File: config.mk
export PLATFORM = sky130hd
export DESIGN_NAME = sc_power_seq
export DESIGN_NICKNAME = d
export VERILOG_FILES = /design/src/common/sc_seq_pkg.sv /design/src/sc_sync2.sv /design/src/sc_power_seq.sv
export SDC_FILE = /design/constraint.sdc
export NUM_CORES = 1
export LEC_CHECK = 0
export ABC_CLOCK_PERIOD_IN_PS = 5900
export BUFFER_PORTS_ARGS = -buffer_cell sky130_fd_sc_hd__buf_2
export CAP_MARGIN = 20
export CELL_PAD_IN_SITES_DETAIL_PLACEMENT = 1
export CELL_PAD_IN_SITES_GLOBAL_PLACEMENT = 2
export CORE_MARGIN = 4
export CORE_UTILIZATION = 44
export CTS_BUF_LIST = sky130_fd_sc_hd__clkbuf_4
export DETAILED_ROUTE_END_ITERATION = 10
export PLACE_DENSITY_LB_ADDON = 0.12
export SYNTH_ARGS = -nofsm -noshare
export SYNTH_HDL_FRONTEND = slang
export SYNTH_SLANG_ARGS = --single-unit
File: constraint.sdc
create_clock -name clk_i -period 5.9 [get_ports clk_i]
set_clock_uncertainty 0.05 [all_clocks]
set_input_delay 0.295 -clock clk_i [delete_from_list [all_inputs] [get_ports clk_i]]
set_output_delay 0.295 -clock clk_i [all_outputs]
set_load 0.01 [all_outputs]
File: src/common/sc_seq_pkg.sv
// Shared constants and carrier types for the smart card power sequencer
package sc_seq_pkg;
    // ==========================================================
    // Timing
    // ==========================================================
    localparam int CLK_PERIOD_NS = 4;
    localparam int RELEASE_DELAY_US = 800;
    localparam int RELEASE_CYC = (RELEASE_DELAY_US * 1000) / CLK_PERIOD_NS;
    localparam int SHUT_DELAY_US = 8;
    localparam int SHUT_CYC = (SHUT_DELAY_US * 1000) / CLK_PERIOD_NS;
    localparam int SHUT_CLK_EDGES = 2;
    localparam int SEL_A = 0;
    localparam int SEL_B = 1;

    // ==========================================================
    // Carrier types
    // ==========================================================
    typedef struct packed {
        logic enable;
        logic contact_set_select;
        logic supply_level_select;
        logic host_ok;
        logic host_reset;
        logic host_clock;
        logic host_data;
    } host_side_t;

    typedef struct packed {
        logic supply_on;
        logic supply_3v0;
        logic reset;
        logic clock;
        logic data_oe;
        logic data_out;
    } card_drive_t;
endpackage

File: src/sc_sync2.sv
// Two-flop synchroniser for a bus of asynchronous inputs
`timescale 1ns/1ps
`default_nettype none
module sc_sync2 #(
    parameter int WIDTH = 1
) (
    input wire logic clk_i,              // Core clock
    input wire logic rst_n_i,            // Async reset, active low
    input wire logic [WIDTH-1:0] d_i,    // Asynchronous levels
    output logic [WIDTH-1:0] q_o         // Synchronised levels
);
    logic [WIDTH-1:0] meta_q;

    // Two-stage capture; first stage read only by second
    always_ff @(posedge clk_i or negedge rst_n_i) begin
        if (!rst_n_i) begin
            meta_q <= '0;
            q_o <= '0;
        end else begin
            meta_q <= d_i;
            q_o <= meta_q;
        end
    end
endmodule
`default_nettype wire

File: src/sc_power_seq.sv
// Activation and deactivation sequencer for two smart card contact sets
`timescale 1ns/1ps
`default_nettype none
module sc_power_seq #(
    parameter int RELEASE_CYCLES = sc_seq_pkg::RELEASE_CYC,
    parameter int SHUT_CYCLES = sc_seq_pkg::SHUT_CYC
) (
    input wire logic clk_i,                      // 250 MHz core clock
    input wire logic rst_n_i,                    // Async reset, active low
    input wire sc_seq_pkg::host_side_t host_i,   // Asynchronous host pins
    input wire logic supply_good_i,              // Selected supply at nominal
    input wire logic [1:0] card_data_line_i,     // Card data pin levels, A/B
    output logic host_data_oe_o,                 // Drive host data low
    output logic host_data_o,                    // Host data output value
    output logic [1:0] card_supply_out_o,        // Card supply switch, A/B
    output logic card_supply_3v0_o,              // Supply level, 1 = 3.0 V
    output logic [1:0] card_reset_out_o,         // Card reset, A/B
    output logic [1:0] card_clock_out_o,         // Card clock, A/B
    output logic [1:0] card_data_line_oe_o,      // Card data drive enable, A/B
    output logic [1:0] card_data_line_o,         // Card data output value
    output logic active_o                        // Session running
);
    // ==========================================================
    // Input synchronisation
    // ==========================================================
    sc_seq_pkg::host_side_t hs;
    logic sup_good;
    logic [1:0] cdl;
    logic [9:0] sync_q;

    sc_sync2 #(.WIDTH(10)) u_sync (
        .clk_i(clk_i),
        .rst_n_i(rst_n_i),
        .d_i({host_i, supply_good_i, card_data_line_i}),
        .q_o(sync_q)
    );

    // Unpack synchronised bundle
    assign hs = sc_seq_pkg::host_side_t'(sync_q[9:3]);
    assign sup_good = sync_q[2];
    assign cdl = sync_q[1:0];

    // ==========================================================
    // Sequencer state
    // ==========================================================
    typedef enum logic [2:0] {
        ST_OFF, ST_RAMP, ST_WAIT, ST_RUN, ST_SHUT, ST_PWROFF
    } seq_state_t;

    seq_state_t state_q, state_d;
    logic [19:0] cnt_q;
    logic set_q;
    logic lvl_q;
    logic hclk_q;
    logic hclk_rise;
    logic [1:0] rise_cnt_q;
    logic clk_en_q;
    logic clk_low_q;
    logic [1:0] shut_edge_q;
    logic stop_req;
    logic [1:0] dir_q;
    logic [1:0] hold_q;

    // Host clock edge detection on synchronised copy
    always_ff @(posedge clk_i or negedge rst_n_i) begin
        if (!rst_n_i) begin
            hclk_q <= 1'b0;
        end else begin
            hclk_q <= hs.host_clock;
        end
    end
    assign hclk_rise = hs.host_clock & ~hclk_q;

    // Enable low or host supply loss both end the session
    assign stop_req = !hs.enable || !hs.host_ok;

    // Next-state logic
    always_comb begin
        state_d = state_q;
        unique case (state_q)
            ST_OFF: if (!stop_req) state_d = ST_RAMP;
            ST_RAMP: begin
                if (stop_req) state_d = ST_SHUT;
                else if (sup_good) state_d = ST_WAIT;
            end
            ST_WAIT: begin
                if (stop_req) state_d = ST_SHUT;
                else if (cnt_q == 20'(RELEASE_CYCLES - 1)) state_d = ST_RUN;
            end
            ST_RUN: if (stop_req) state_d = ST_SHUT;
            ST_SHUT: if (cnt_q == 20'(SHUT_CYCLES - 1)) state_d = ST_PWROFF;
            ST_PWROFF: state_d = ST_OFF;
        endcase
    end

    // State register
    always_ff @(posedge clk_i or negedge rst_n_i) begin
        if (!rst_n_i) begin
            state_q <= ST_OFF;
        end else begin
            state_q <= state_d;
        end
    end

    // Delay counter, cleared on each state change
    always_ff @(posedge clk_i or negedge rst_n_i) begin
        if (!rst_n_i) begin
            cnt_q <= '0;
        end else if (state_d != state_q) begin
            cnt_q <= '0;
        end else if (state_q == ST_WAIT || state_q == ST_SHUT) begin
            cnt_q <= cnt_q + 20'd1;
        end
    end

    // Contact set and level latched at activation so only one set runs
    always_ff @(posedge clk_i or negedge rst_n_i) begin
        if (!rst_n_i) begin
            set_q <= 1'b0;
            lvl_q <= 1'b0;
        end else if (state_q == ST_OFF && !stop_req) begin
            set_q <= hs.contact_set_select;
            lvl_q <= hs.supply_level_select;
        end
    end

    // Clock gate opens on second host clock rise after release
    always_ff @(posedge clk_i or negedge rst_n_i) begin
        if (!rst_n_i) begin
            rise_cnt_q <= 2'd0;
            clk_en_q <= 1'b0;
        end else if (state_q != ST_RUN && state_q != ST_SHUT) begin
            rise_cnt_q <= 2'd0;
            clk_en_q <= 1'b0;
        end else if (state_q == ST_RUN && !clk_en_q && hclk_rise) begin
            rise_cnt_q <= rise_cnt_q + 2'd1;
            if (rise_cnt_q == 2'd1) clk_en_q <= 1'b1;
        end
    end

    // Shutdown: clock low after two host clock edges, or at 8 us
    always_ff @(posedge clk_i or negedge rst_n_i) begin
        if (!rst_n_i) begin
            shut_edge_q <= 2'd0;
            clk_low_q <= 1'b0;
        end else if (state_q != ST_SHUT) begin
            shut_edge_q <= 2'd0;
            clk_low_q <= 1'b0;
        end else begin
            if (hclk_rise && shut_edge_q != 2'(sc_seq_pkg::SHUT_CLK_EDGES)) begin
                shut_edge_q <= shut_edge_q + 2'd1;
            end
            if (shut_edge_q == 2'(sc_seq_pkg::SHUT_CLK_EDGES) && !hs.host_clock) begin
                clk_low_q <= 1'b1;
            end
            if (cnt_q == 20'(SHUT_CYCLES - 1)) clk_low_q <= 1'b1;
        end
    end

    // Data direction owner, blanked while the pin echo settles
    always_ff @(posedge clk_i or negedge rst_n_i) begin
        if (!rst_n_i) begin
            dir_q <= 2'b00;
            hold_q <= 2'd3;
        end else if (state_q != ST_RUN) begin
            dir_q <= 2'b00;
            hold_q <= 2'd3;
        end else if (hold_q != 2'd0) begin
            hold_q <= hold_q - 2'd1;
        end else if (dir_q == 2'b00) begin
            dir_q <= {!cdl[set_q] && hs.host_data, !hs.host_data};
        end else if (dir_q[0] ? hs.host_data : cdl[set_q]) begin
            dir_q <= 2'b00;
            hold_q <= 2'd3;
        end
    end

    // ==========================================================
    // Output drive
    // ==========================================================
    always_ff @(posedge clk_i or negedge rst_n_i) begin
        if (!rst_n_i) begin
            card_supply_out_o <= 2'b00;
            card_supply_3v0_o <= 1'b0;
            card_reset_out_o <= 2'b00;
            card_clock_out_o <= 2'b00;
            card_data_line_oe_o <= 2'b00;
            card_data_line_o <= 2'b00;
            host_data_oe_o <= 1'b0;
            host_data_o <= 1'b0;
            active_o <= 1'b0;
        end else begin
            card_supply_out_o <= 2'b00;
            card_reset_out_o <= 2'b00;
            card_clock_out_o <= 2'b00;
            card_data_line_oe_o <= 2'b00;
            card_data_line_o <= 2'b00;
            host_data_oe_o <= 1'b0;
            host_data_o <= 1'b0;
            active_o <= (state_q == ST_RUN);
            card_supply_3v0_o <= lvl_q;
            unique case (state_q)
                ST_RAMP, ST_WAIT: begin
                    card_supply_out_o[set_q] <= 1'b1;
                    card_data_line_oe_o[set_q] <= 1'b1;
                end
                ST_RUN: begin
                    card_supply_out_o[set_q] <= 1'b1;
                    card_reset_out_o[set_q] <= hs.host_reset;
                    card_clock_out_o[set_q] <= clk_en_q & hs.host_clock;
                    card_data_line_oe_o[set_q] <= dir_q[0];
                    host_data_oe_o <= dir_q[1];
                end
                ST_SHUT: begin
                    card_supply_out_o[set_q] <= 1'b1;
                    card_clock_out_o[set_q] <= !clk_low_q && clk_en_q && hs.host_clock;
                    card_data_line_oe_o[set_q] <= (cnt_q == 20'(SHUT_CYCLES - 1));
                end
                default: begin
                end
            endcase
        end
    end

    // ==========================================================
    // Checks
    // ==========================================================
    chk_reset_while_ramp: assert property (@(posedge clk_i) disable iff (!rst_n_i)
        (state_q == ST_RAMP) |=> (card_reset_out_o == 2'b00 && card_clock_out_o == 2'b00))
        else $error("card lines not low during ramp");
    chk_single_set: assert property (@(posedge clk_i) disable iff (!rst_n_i)
        card_supply_out_o != 2'b11)
        else $error("both contact sets powered");
    chk_reset_first: assert property (@(posedge clk_i) disable iff (!rst_n_i)
        (state_q == ST_SHUT) |=> (card_reset_out_o == 2'b00))
        else $error("reset not forced low in shutdown");
    chk_release_delay: assert property (@(posedge clk_i) disable iff (!rst_n_i)
        (state_q == ST_RUN && $past(state_q) == ST_WAIT) |-> $past(cnt_q) == 20'(RELEASE_CYCLES - 1))
        else $error("release delay wrong");
    chk_stop_enters_shut: assert property (@(posedge clk_i) disable iff (!rst_n_i)
        (stop_req && (state_q == ST_RUN || state_q == ST_WAIT)) |=> state_q == ST_SHUT)
        else $error("stop did not start shutdown");
    chk_clk_low_8us: assert property (@(posedge clk_i) disable iff (!rst_n_i)
        (state_q == ST_PWROFF) |-> card_clock_out_o == 2'b00)
        else $error("clock not low at shutdown end");
    chk_supply_last: assert property (@(posedge clk_i) disable iff (!rst_n_i)
        $fell(|card_supply_out_o) |-> (card_reset_out_o == 2'b00 && card_clock_out_o == 2'b00
            && $past(|card_data_line_oe_o)))
        else $error("supply dropped before lines low");
    chk_clk_gate_off: assert property (@(posedge clk_i) disable iff (!rst_n_i)
        (state_q == ST_RUN && !clk_en_q) |=> card_clock_out_o == 2'b00)
        else $error("card clock before second edge");
endmodule
`default_nettype wire

# Word-level counts from Yosys, hierarchy flattened
# Cells that the tools add are included.
# totals
register_bits,67
input_bits,12
word_cells,122
output_inout_bits,14
# op_classes
reduce_logical,35
mux,38
add_sub_neg,4
n_lt_le_gt_ge,2
bitwise,8
eq_ne,15
# op_table
cell,count
$mux 20,2
$mux 2,14
$mux 3,7
$add 20x1->20 const B,1
$eq 20x11->1 const B,1
$eq 20x18->1 const B,1
$pmux 3 s6,1
$mux 1,11
$and 2x2->2,5
$logic_and 1x1->1,10
$reduce_bool 2->1,5
$reduce_bool 3->1,3
$logic_not 1->1,8
$eq 3x2->1 const B,2
$eq 3x3->1 const B,2
$ne 3x3->1 const B,2
$pmux 2 s3,1
$reduce_and 2->1,3
$add 2x1->2 const B,2
$ne 2x2->1 const B,2
$pmux 2 s2,1
$reduce_or 4->1,1
$eq 3x1->1 const B,1
$logic_not 3->1,1
other kinds (13),15

# Depth between registers and ports, before layout
# Gate-level depths: netlist of the first run.
# logic_depth
word_depth,7
depth_mapped,8
mapped_depth_nobuf,6

# Hierarchy
# From an unflattened synthesis of the first run, not the netlist that was laid out.
# hier_totals
cells_unflattened,270
hier_area_um2,3031.7
# modules_own_cells
mod,cells_per_inst,area_per_inst_um2,seq_area_each_um2,n_inst
sc_power_seq,250,2531.2,1178.6,1
sc_sync2,20,500.5,500.5,1

# Worst setup path after synthesis of the first run
# No wires, ideal clock.
# synth_timing
path_type,reg2reg
start,reg cnt_q[4]
end,reg cnt_q[6]
arrival_time_ps,1900
stages_incl_launch_ff,7
setup_ps,119
path_buffers,1
period_less_slack_ps,2069
slack_ps,3831
required_ps,5731
cell_sequence,dfrtp_1 or4_4 nor4_4 a31oi_1 o311ai_4 buf_6 nor2_1
# synth_via
elab_chain_len,6
elab_cells_between_ends,11
cone_classes,add/sub: 1; eq/ne: 3; mux: 6; reduce/logical: 1
# synth_rtl
element,line,text
start: declaration,sc_power_seq.sv:51,logic [19:0] cnt_q;
start signal: assignment,sc_power_seq.sv:112,cnt_q <= cnt_q + 20'd1;
$eq 20x18->1,sc_power_seq.sv:88,else if (cnt_q == 20'(RELEASE_CYCLES - 1)) state_d = ST_RUN;
$mux 3,sc_power_seq.sv:88,
$mux 3,sc_power_seq.sv:87,if (stop_req) state_d = ST_SHUT;
$pmux 3 s6,sc_power_seq.sv:80,unique case (state_q)
$ne 3x3->1,sc_power_seq.sv:109,end else if (state_d != state_q) begin
$mux 20 or $reduce_bool 2->1 (tied branches),-,
# Parallel ways exist; a longest one is shown, timed or not. The select of a mux whose other input is x is not followed.
# A chain may end at the register's enable or synchronous reset.

# Worst setup path in the final report of the first run
# layout_timing
start,reg cnt_q[4]
end,reg cnt_q[11]
# The elaborated chain is that of the path after synthesis.

==> metrics.txt, run 1 <==
Port-buffer cells 22; placer congestion estimate 0.746; RSZ-0062 raised after global routing no; Slew Viols, Final 0; Die Height 87.9 microns; max_slew headroom 34.8%; Yosys cell types 45; Die Area 7730 sq um; Finished Core Util 53.2%; GR peak layer met2; Rows 28; Fillers 684; Net Sw Frac 33.5%; crit start category flip-flop; CTS tree done; Initial Util 46.4%; count of final hold-check violations 12; Worst-path clk slew 0.13 ns; Pwr Total 1.08 mW; violated checks hold timing; setup bufs post-CTS 0; drt drc 0; Sequential Power Share 51.0%; largest net degree at the start of global routing 68; YS warnings 0; CTS H-tree lvls 3; Worst Hold Class in -> async; area delta synth->final 14.7%; DR iter-0 viols 46; total wire length 5690 microns; synth top area cells dfrtp_1 58%, xor2_1 4.7%, nor2_1 4.0%; Worst path slowest cell o311ai_4; crit share post-route 45.5%; worst slew pin tran 0.975 ns; ys async rst share 100%; I/O pin count 26; Pint 717 uW; post-synth top area share 57.9%; vias in the first global route 1,986; Horiz. Die Dim 87.9 microns; Cell Area, Synth 2810 sq um; GRT met2 Usage 26.9%; power per cell area 334 nW/um^2; TritonRoute pass-1 iters 4; DR WL/cell 15.4 microns; Crit. End Element flip-flop; Root Driver clkbuf_4; # nets final 306; Cells after Synth 251; M3 GR Usage 4.52%; Most used DFF post-synth dfrtp_1; leak pwr 1.49 nW; setup TNS 0 ns; Worst path max stage delay 0.83 ns; Combinational Power Share 20.9%; diode count 0; max frequency 0.373 GHz; Avg Cell Area, Syn 11.2 sq um; Clock Tree Buf Depth 2; cell family with most CP delay compound AO/OA/AOI/OAI gates; crit path max fanout 20; min cycle time layout 2.68 ns; worst path arrival time 2.90 ns; layout cells sized above 1 19.3%; number of max-cap violations 0; data required time of the critical path 6.12 ns; Vias 1,907; GR Layer Usage met1 21.5%; status finished with violations; clock net sink count 67; Detail Route Antenna Nets 0; Yosys reg bits 67; final setup fails 0; Num CTS Buffers 9; P_sw 361 uW; initial antenna violation count 0; EDFF count, synth 0; worst vdd ir 0.168 mV; Crit Path Class reg -> reg; fin cells 370; worst-skew pair later-pin latency 0.42 ns; cell-by-cell trace of the critical path or4_4 > nor4_4 > a31oi_1 > o311ai_4 > nor2_1; total track usage 16.8%; global route total overflow 0; area of the core 6060 sq um; Hold Worst Slack -0.00718 ns; Synth area leader dfrtp_1; Clk pwr share 28.2%; post_cts resized 0; register area share after synthesis 59.8%; first-pass GRT wire length 9790 microns; crit path buf inv count 0; HPWL after DPL 3870 microns; Vias/cell 5.15; placed insts 344
per-stage QoR:
stage               instance area (sq um)  setup WS (ns)
floorplan                            2820           3.83
global placement                     2980           3.23
detailed placement                   2980           3.16
CTS                                  3220           3.16
global route                         3220           2.98
finish                               3220           3.22
final timing paths:
path | start | to | slack [ns] | depth (start not counted)
max | cnt_q[4] | cnt_q[11] | 3.22 | 5
min | rst_n_i | active_o | -0.007 | 2
max reg2reg | cnt_q[4] | cnt_q[11] | 3.22 | 5
min reg2reg | u_sync.meta_q[8] | u_sync.q_o[8] | 0.31 | 0
max in group asynchronous | rst_n_i | cnt_q[4] | 5.26 | 2
min in group clk_i | u_sync.meta_q[8] | u_sync.q_o[8] | 0.31 | 0
routing by layer:
metal	part of all wire, %	vias up
met2	49	25
li1	-	929
met4	2.0	0
met5	0	-
met3	3.7	11
met1	46	942
worst register-to-register path: cells and delay by family, from the launching register on:
| family | cells | cell delay, ns |
|---|---|---|
| AOI/OAI and AO/OA | 2 | 1.03 |
| and+or+nand+nor | 3 | 1.03 |
| DFF | 1 | 0.44 |
synthesized netlist by cell type (3+ instances only):
master	count
inv_1	10
nor3_1	6
mux2_2	3
ha_1	4
buf_4	4
nor2_1	30
nand2_1	18
and3_1	4
a21oi_1	6
o21ai_0	13
nor2_2	5
xnor2_1	6
xor2_1	15
nand3_1	15
or3_1	3
nand4_1	5
nor4_1	3
dfrtp_1	65
state kept, by name (all words and copies together) (netlist names):
| signal | cells |
|---|---|
| clk_en_q | 1 |
| hold_q | 2 |
| card_reset_out_o | 2 |
| lvl_q | 1 |
| u_sync.q_o | 10 |
| dir_q | 2 |
| state_q | 3 |
| cnt_q | 20 |
| card_data_line_oe_o | 2 |
| u_sync.meta_q | 10 |
| host_data_oe_o | 1 |
| shut_edge_q | 2 |
| clk_low_q | 1 |
| card_clock_out_o | 2 |
| card_supply_out_o | 2 |
| card_supply_3v0_o | 1 |
| set_q | 1 |
| hclk_q | 1 |
| rise_cnt_q | 2 |
| active_o | 1 |
logic make-up (layout without fill, tap and decap cells):
group / Yosys count / after routing / synth area share, %
xor gates and xnor gates: 21 / 21 / 6.55
buffers and inverters: 19 / 61 / 3.61
AOI/OAI and AO/OA: 30 / 30 / 7.12
DFF: 67 / 67 / 59.8
and+or+nand+nor: 104 / 104 / 19.1
adders and majority gates: 4 / 4 / 1.78
muxes: 5 / 5 / 1.91
other: 1 / 3 / 0.133
cell type report:
class | count | area [sq um] | area share, %
Inverter | 10 | 37.5 | 1.16
Sequential cell | 67 | 1680 | 52.1
Tap cell | 75 | 93.8 | 2.91
Clock inverter | 7 | 76.3 | 2.37
Multi-Input combinational cell | 167 | 1040 | 32.2
Clock buffer | 9 | 67.6 | 2.10
Timing Repair Buffer | 35 | 233 | 7.22
power by group through the flow:
stage | registers, mW | clock network, mW | logic, mW
2_1_floorplan | 0.538 | 0 | 0.198
3_3_place_gp | 0.558 | 0 | 0.222
3_5_place_dp | 0.560 | 0 | 0.226
4_1_cts | 0.551 | 0.314 | 0.232
5_1_grt | 0.558 | 0.334 | 0.257
6_report | 0.549 | 0.304 | 0.225
timing repair:
item	CTS	global route
endpoints found under the hold margin	10	0
hold buffers	10	0
setup endpoints to repair	0	0
cells in the final DEF, fill, tap and decap left out, types with 3 or more instances in the layout:
cell type / n
conb_1: 3
buf_4: 3
dfrtp_1: 65
o21ai_0: 13
nand2_1: 18
nor2_1: 30
mux2_2: 3
xnor2_1: 6
and3_1: 4
ha_1: 4
nor2_2: 5
inv_1: 10
nand3_1: 15
nor4_1: 3
nand4_1: 5
buf_2: 22
clkbuf_4: 9
a21oi_1: 6
xor2_1: 15
or3_1: 3
dlygate4sd3_1: 10
nor3_1: 6
Power figures use the tool's default switching activity.
==> run 2, diff against run 1 <==
ABC_AREA = 1   (was default)
ABC_CLOCK_PERIOD_IN_PS = 2700   (was 5900)
CORE_UTILIZATION = 39   (was 44)
clock period = 2.7 ns   (was 5.9 ns; I/O delays follow)
==> metrics.txt, run 2 <==
placer congestion estimate 0.809 (+8.5%); Initial Util 40.9% (-5.5 points); Root Driver clkbuf_4; pre-CTS WS 0.676 ns (-2.49 ns); max_slew headroom 56.6% (+22 points); Worst Hold Class in -> async; worst vdd ir 0.249 mV (+48%); area delta synth->final 14.7% (about the same); drt drc 0 (unchanged); most frequent cells after synthesis 65 x dfrtp_1, 56 x nand2_1, 38 x nor2_1; first-pass GRT wire length 10,400 microns (+6.5%); DR WL/cell 13.2 microns (-14%); status finished clean; Worst-path clk slew 0.11 ns (-0.02 ns); post_cts resized 0 (unchanged); Num CTS Buffers 9 (unchanged); DR iter-0 viols 47 (+2.2%); setup bufs post-CTS 0 (unchanged); Critical R2R Launch cnt_q[1]; crit path max fanout 20 (unchanged); total wire length 6160 microns (+8.3%); most common cell in the netlist dfrtp_1; crit start category flip-flop; Rows 31 (+11%); YS warnings 0 (unchanged); largest net degree at the start of global routing 29 (-57%); # nets final 378 (+24%); Most used DFF post-synth dfrtp_1; Avg Cell Area, Syn 9.46 sq um (-15%); ys async rst share 100% (unchanged); final setup fails 0 (unchanged); Yosys reg bits 67 (unchanged); global route total overflow 0 (unchanged); Synth area leader dfrtp_1; synth top area cells dfrtp_1 54%, nand2_1 6.9%, nor2_2 4.8%; Fillers 882 (+29%); Clock Tree Buf Depth 2 (unchanged); vias in the first global route 2,192 (+10%); Crit. End Element flip-flop; hold buffers post-CTS 11 (+1); Crit Path Class reg -> reg; data required time of the critical path 2.94 ns (-3.18 ns); largest registers cnt_q (20), u_sync.meta_q (10), u_sync.q_o (10); Vias 2,135 (+12%); layout cells sized above 1 24.0% (+4.7 points); initial antenna violation count 0 (unchanged); Horiz. Die Dim 96.1 microns (+9.3%); Slew Viols, Final 0 (unchanged); Cells after Synth 320 (+27%); most common cell after layout, fill and taps aside dfrtp_1; Vias/cell 4.59 (-11%); min cycle time layout 2.00 ns (-0.683 ns); reg2reg end cnt_q[11]; register area share after synthesis 55.5% (-4.3 points); Detail Route Antenna Nets 0 (unchanged); diode count 0 (unchanged); Worst Reg-to-Reg Cells 8 (+3); area of the core 7410 sq um (+22%); Biggest register cnt_q; FF-to-FF setup slack 0.70 ns (-2.52 ns); Final WS setup 0.699 ns (-2.52 ns); Die Area 9240 sq um (+20%); CTS tree done; total track usage 14.9% (-1.9 points); worst-skew pair later-pin latency 0.41 ns (about the same); Hold Worst Slack 0.239 ns (+0.246 ns); I/O pin count 26 (unchanged); Die Height 96.1 microns (+9.3%); clock net sink count 67 (unchanged); leak pwr 1.66 nW (+12%); count of final hold-check violations 0 (-12); worst path arrival time 2.24 ns (-0.66 ns); Yosys cell types 35 (-22%); crit share post-route 74.1% (+29 points); worst slew pin tran 0.649 ns (-0.327 ns); TritonRoute pass-1 iters 4 (unchanged); post-synth top area share 53.7% (-4.2 points); power per cell area 700 nW/um^2 (+110%); most frequent cells in the layout 65 x dfrtp_1, 56 x nand2_1, 38 x nor2_1, 33 x inv_1, 23 x nor2_2; setup TNS 0 ns (unchanged); Port-buffer cells 22 (unchanged); HPWL after DPL 4420 microns (+14%); Pwr Total 2.43 mW (+130%); number of max-cap violations 0 (unchanged); max frequency 0.500 GHz (+34%); Cell Area, Synth 3030 sq um (+7.7%); Finished Core Util 46.9% (-6.3 points); EDFF count, synth 0 (unchanged); Largest register FFs 20 (unchanged); RSZ-0062 raised after global routing no; CTS H-tree lvls 3 (unchanged)
-- run 2: layer usage --
layer	vias to the layer above	global-route usage (%)	routed length, microns
met5	-	0	0
met4	0	5.33	98
met3	8	4.22	210
met2	26	25.5	2980
met1	1028	17.9	2860
li1	1073	-	-
-- run 2: cell families after synthesis --
logic type	after synthesis	share of synthesized area [%]
other	1	0.124
xor gates and xnor gates	18	5.21
adders and majority gates	4	1.65
DFF	67	55.5
muxes	1	0.372
buffers and inverters	47	6.94
and+or+nand+nor	154	25.0
AOI/OAI and AO/OA	28	5.21
-- run 2: worst max-delay path by stage --
stage	endpoint	cells after the start	slack [ns]	startpoint
6_report	cnt_q[11]	8	0.70	cnt_q[1]
4_1_cts	cnt_q[12]	8	0.64	cnt_q[1]
2_1_floorplan	cnt_q[14]	9	1.19	cnt_q[1]
5_1_grt	cnt_q[2]	8	0.46	cnt_q[1]
3_5_place_dp	cnt_q[11]	8	0.68	cnt_q[1]
3_3_place_gp	cnt_q[12]	9	0.72	state_q[2]
-- run 2: critical path, stage by stage, from the launching register on --
cell	delay (ns)
dfrtp_1	0.39
ha_1	0.17
nand3_1	0.15
nor3_1	0.25
nand4_1	0.15
nand3_2	0.10
nand2_1	0.06
nand2_2	0.48
nor2_2	0.06
-- run 2: final cells by class --
cell class | instances | area, sq um | area share [%]
well taps | 99 | 124 | 3.57
clock inverters | 4 | 52.6 | 1.51
inverters | 41 | 154 | 4.43
clock buffers | 11 | 82.6 | 2.38
multi-input cells | 208 | 1150 | 33.0
repair buffers | 35 | 235 | 6.77
flip-flops and latches | 67 | 1680 | 48.3
-- run 2: power breakdown --
group          total, mW  internal (mW)  switching [mW]
Combinational      0.612          0.174           0.437
Sequential          1.17           1.10          0.0669
Clock              0.651          0.300           0.350
Total               2.43           1.58           0.854
-- run 2: through the flow --
step                cells  cell area, sq um
floorplan             322              3040
global placement      439              3230
detailed placement    439              3230
CTS                   465              3470
global route          465              3470
finish                465              3470
==> run 3, diff against run 2 <==
ABC_CLOCK_PERIOD_IN_PS = 1900   (was 2700)
clock period = 1.9 ns   (was 2.7 ns; I/O delays follow)
==> metrics.txt, run 3 (same netlist as run 2, synthesis figures left out) <==
status finished clean; Final WS setup 0.160 ns (-0.539 ns); total wire length 6410 microns (+4.1%); placed insts 442 (+0.68%); Reg area 1680 sq um (unchanged); Worst-path clk slew 0.10 ns (about the same); Sequential Power Share 48.2% (about the same); crit share post-route 91.6% (+17 points); Port-buffer cells 22 (unchanged); layout cells sized above 1 25.4% (+1.4 points); Clock Tree Buf Depth 2 (unchanged); final instance area 3510 sq um (+1.2%); DP Area 3280 sq um (+1.5%); Biggest register cnt_q; CTS tree done; max frequency 0.575 GHz (+15%); Vias/cell 4.68 (+2.0%); clock net sink count 67 (unchanged); first-pass GRT wire length 11,000 microns (+5.3%); crit path max fanout 20 (unchanged); Net Sw Frac 35.5% (+0.35 points); Rows 31 (unchanged); Num CTS Buffers 9 (unchanged); initial antenna violation count 0 (unchanged); Combinational Power Share 29.3% (+4.1 points); drt drc 0 (unchanged); setup TNS 0 ns (unchanged); diode count 0 (unchanged); number of max-cap violations 0 (unchanged); most common cell after layout, fill and taps aside dfrtp_1; Detail Route Antenna Nets 0 (unchanged); min cycle time layout 1.74 ns (-0.261 ns); Hold Worst Slack 0.193 ns (-0.0456 ns); P_sw 1.22 mW (+42%); Crit. End Element flip-flop; Largest register FFs 20 (unchanged); CP most frequent cell nor2_1; area of the core 7410 sq um (unchanged); area delta synth->final 16.0%; Fillers 861 (-2.4%); Slew Viols, Final 0 (unchanged); Root Driver clkbuf_4; global route total overflow 0 (unchanged); worst vdd ir 0.380 mV (+53%); Vias 2,197 (+2.9%); data required time of the critical path 2.14 ns (-0.80 ns); cell-by-cell trace of the critical path nor2_1 > nand3_1 > nor2_1 > nand4_1 > nand3_2 > nand2_1 > nand2_2 > buf_12 > nor2_2; count of final hold-check violations 0 (unchanged); most frequent cells in the layout 65 x dfrtp_1, 56 x nand2_1, 38 x nor2_1, 33 x inv_1; placer congestion estimate 0.804 (-0.68%); largest registers cnt_q (20), u_sync.meta_q (10), u_sync.q_o (10); Worst path max stage delay 0.43 ns (-0.05 ns); DR WL/cell 13.7 microns (+3.2%); fin cells 469 (+0.86%); worst path arrival time 1.98 ns (-0.26 ns); DR iter-0 viols 67 (+43%); Horiz. Die Dim 96.1 microns (unchanged); Pint 2.21 mW (+40%); TritonRoute pass-1 iters 4 (unchanged); Worst path slowest cell dfrtp_1; # nets final 381 (+0.79%); Initial Util 40.9% (unchanged); largest net degree at the start of global routing 68 (+130%); RSZ-0062 raised after global routing no; CTS H-tree lvls 3 (unchanged); I/O pin count 26 (unchanged); total track usage 15.8% (+0.90 points); final setup fails 0 (unchanged); power per cell area 975 nW/um^2 (+39%); HPWL after DPL 4530 microns (+2.6%); vias in the first global route 2,347 (+7.1%); area occupied by multi-input gates 1160 sq um (+1.6%); Clk pwr share 22.6% (-4.2 points); Die Height 96.1 microns (unchanged); crit start category flip-flop; Worst Hold Class in -> async; Die Area 9240 sq um (unchanged); FF-to-FF setup slack 0.16 ns (-0.54 ns); Crit Path Class reg -> reg; pre-CTS WS 0.125 ns (-0.552 ns); leak pwr 1.67 nW (+1.0%); worst-skew pair later-pin latency 0.39 ns (-0.02 ns)
run 3: critical path: cells and delay by family (launching register included):
kind                   cells  cell delay [ns]
buffers and inverters      1             0.19
flip-flops                 1             0.43
AND/OR/NAND/NOR            8             0.97
run 3: per-stage QoR:
| step | utilization, % | total power [mW] |
|---|---|---|
| 2_1_floorplan | - | 2.36 |
| 3_3_place_gp | 44.2 | 2.66 |
| 3_5_place_dp | 44.2 | 2.68 |
| 4_1_cts | 47.2 | 3.50 |
| 5_1_grt | 47.4 | 3.69 |
| 6_report | 47.4 | 3.43 |
run 3: worst paths after layout:
check                                  from                to  cells past startpoint
max                               cnt_q[18]          cnt_q[4]                      9
min                                 rst_n_i    host_data_oe_o                      3
max reg2reg                       cnt_q[18]          cnt_q[4]                      9
min reg2reg                u_sync.meta_q[3]     u_sync.q_o[3]                      0
max in group asynchronous           rst_n_i         hold_q[1]                      3
min in group clk_i            supply_good_i  u_sync.meta_q[2]                      2
run 3: metal layers:
metal  GRT usage (%)  wire length, microns  vias to the layer above
met1            18.6                  2930                     1082
met5               0                     0                        -
met3            5.63                   225                        7
met4            4.62                    72                        0
met2            27.0                  3180                       26
li1                -                     -                     1082
run 3: layout make-up:
class / count / share of cell area [%]
Clock buffer: 12 / 2.56
Clock inverter: 4 / 0.534
Inverter: 41 / 4.38
Multi-Input combinational cell: 208 / 33.2
Sequential cell: 67 / 47.8
Tap cell: 99 / 3.53
Timing Repair Buffer: 38 / 8.05
run 3: power groups by stage:
stage	sequential [mW]	clock, mW	combinational (mW)
3_3_place_gp	1.67	0	0.989
5_1_grt	1.67	0.899	1.12
4_1_cts	1.65	0.823	1.02
3_5_place_dp	1.68	0	1.00
6_report	1.65	0.773	1.00
2_1_floorplan	1.70	0	0.662
run 3: repair_timing:
| action | CTS | global route |
|---|---|---|
| endpoints found under the setup margin | 0 | 17 |
| hold endpoints to repair | 77 | 0 |
| gates resized for setup | 0 | 4 |
| hold buffers | 11 | 0 |
| buffers inserted | 0 | 0 |
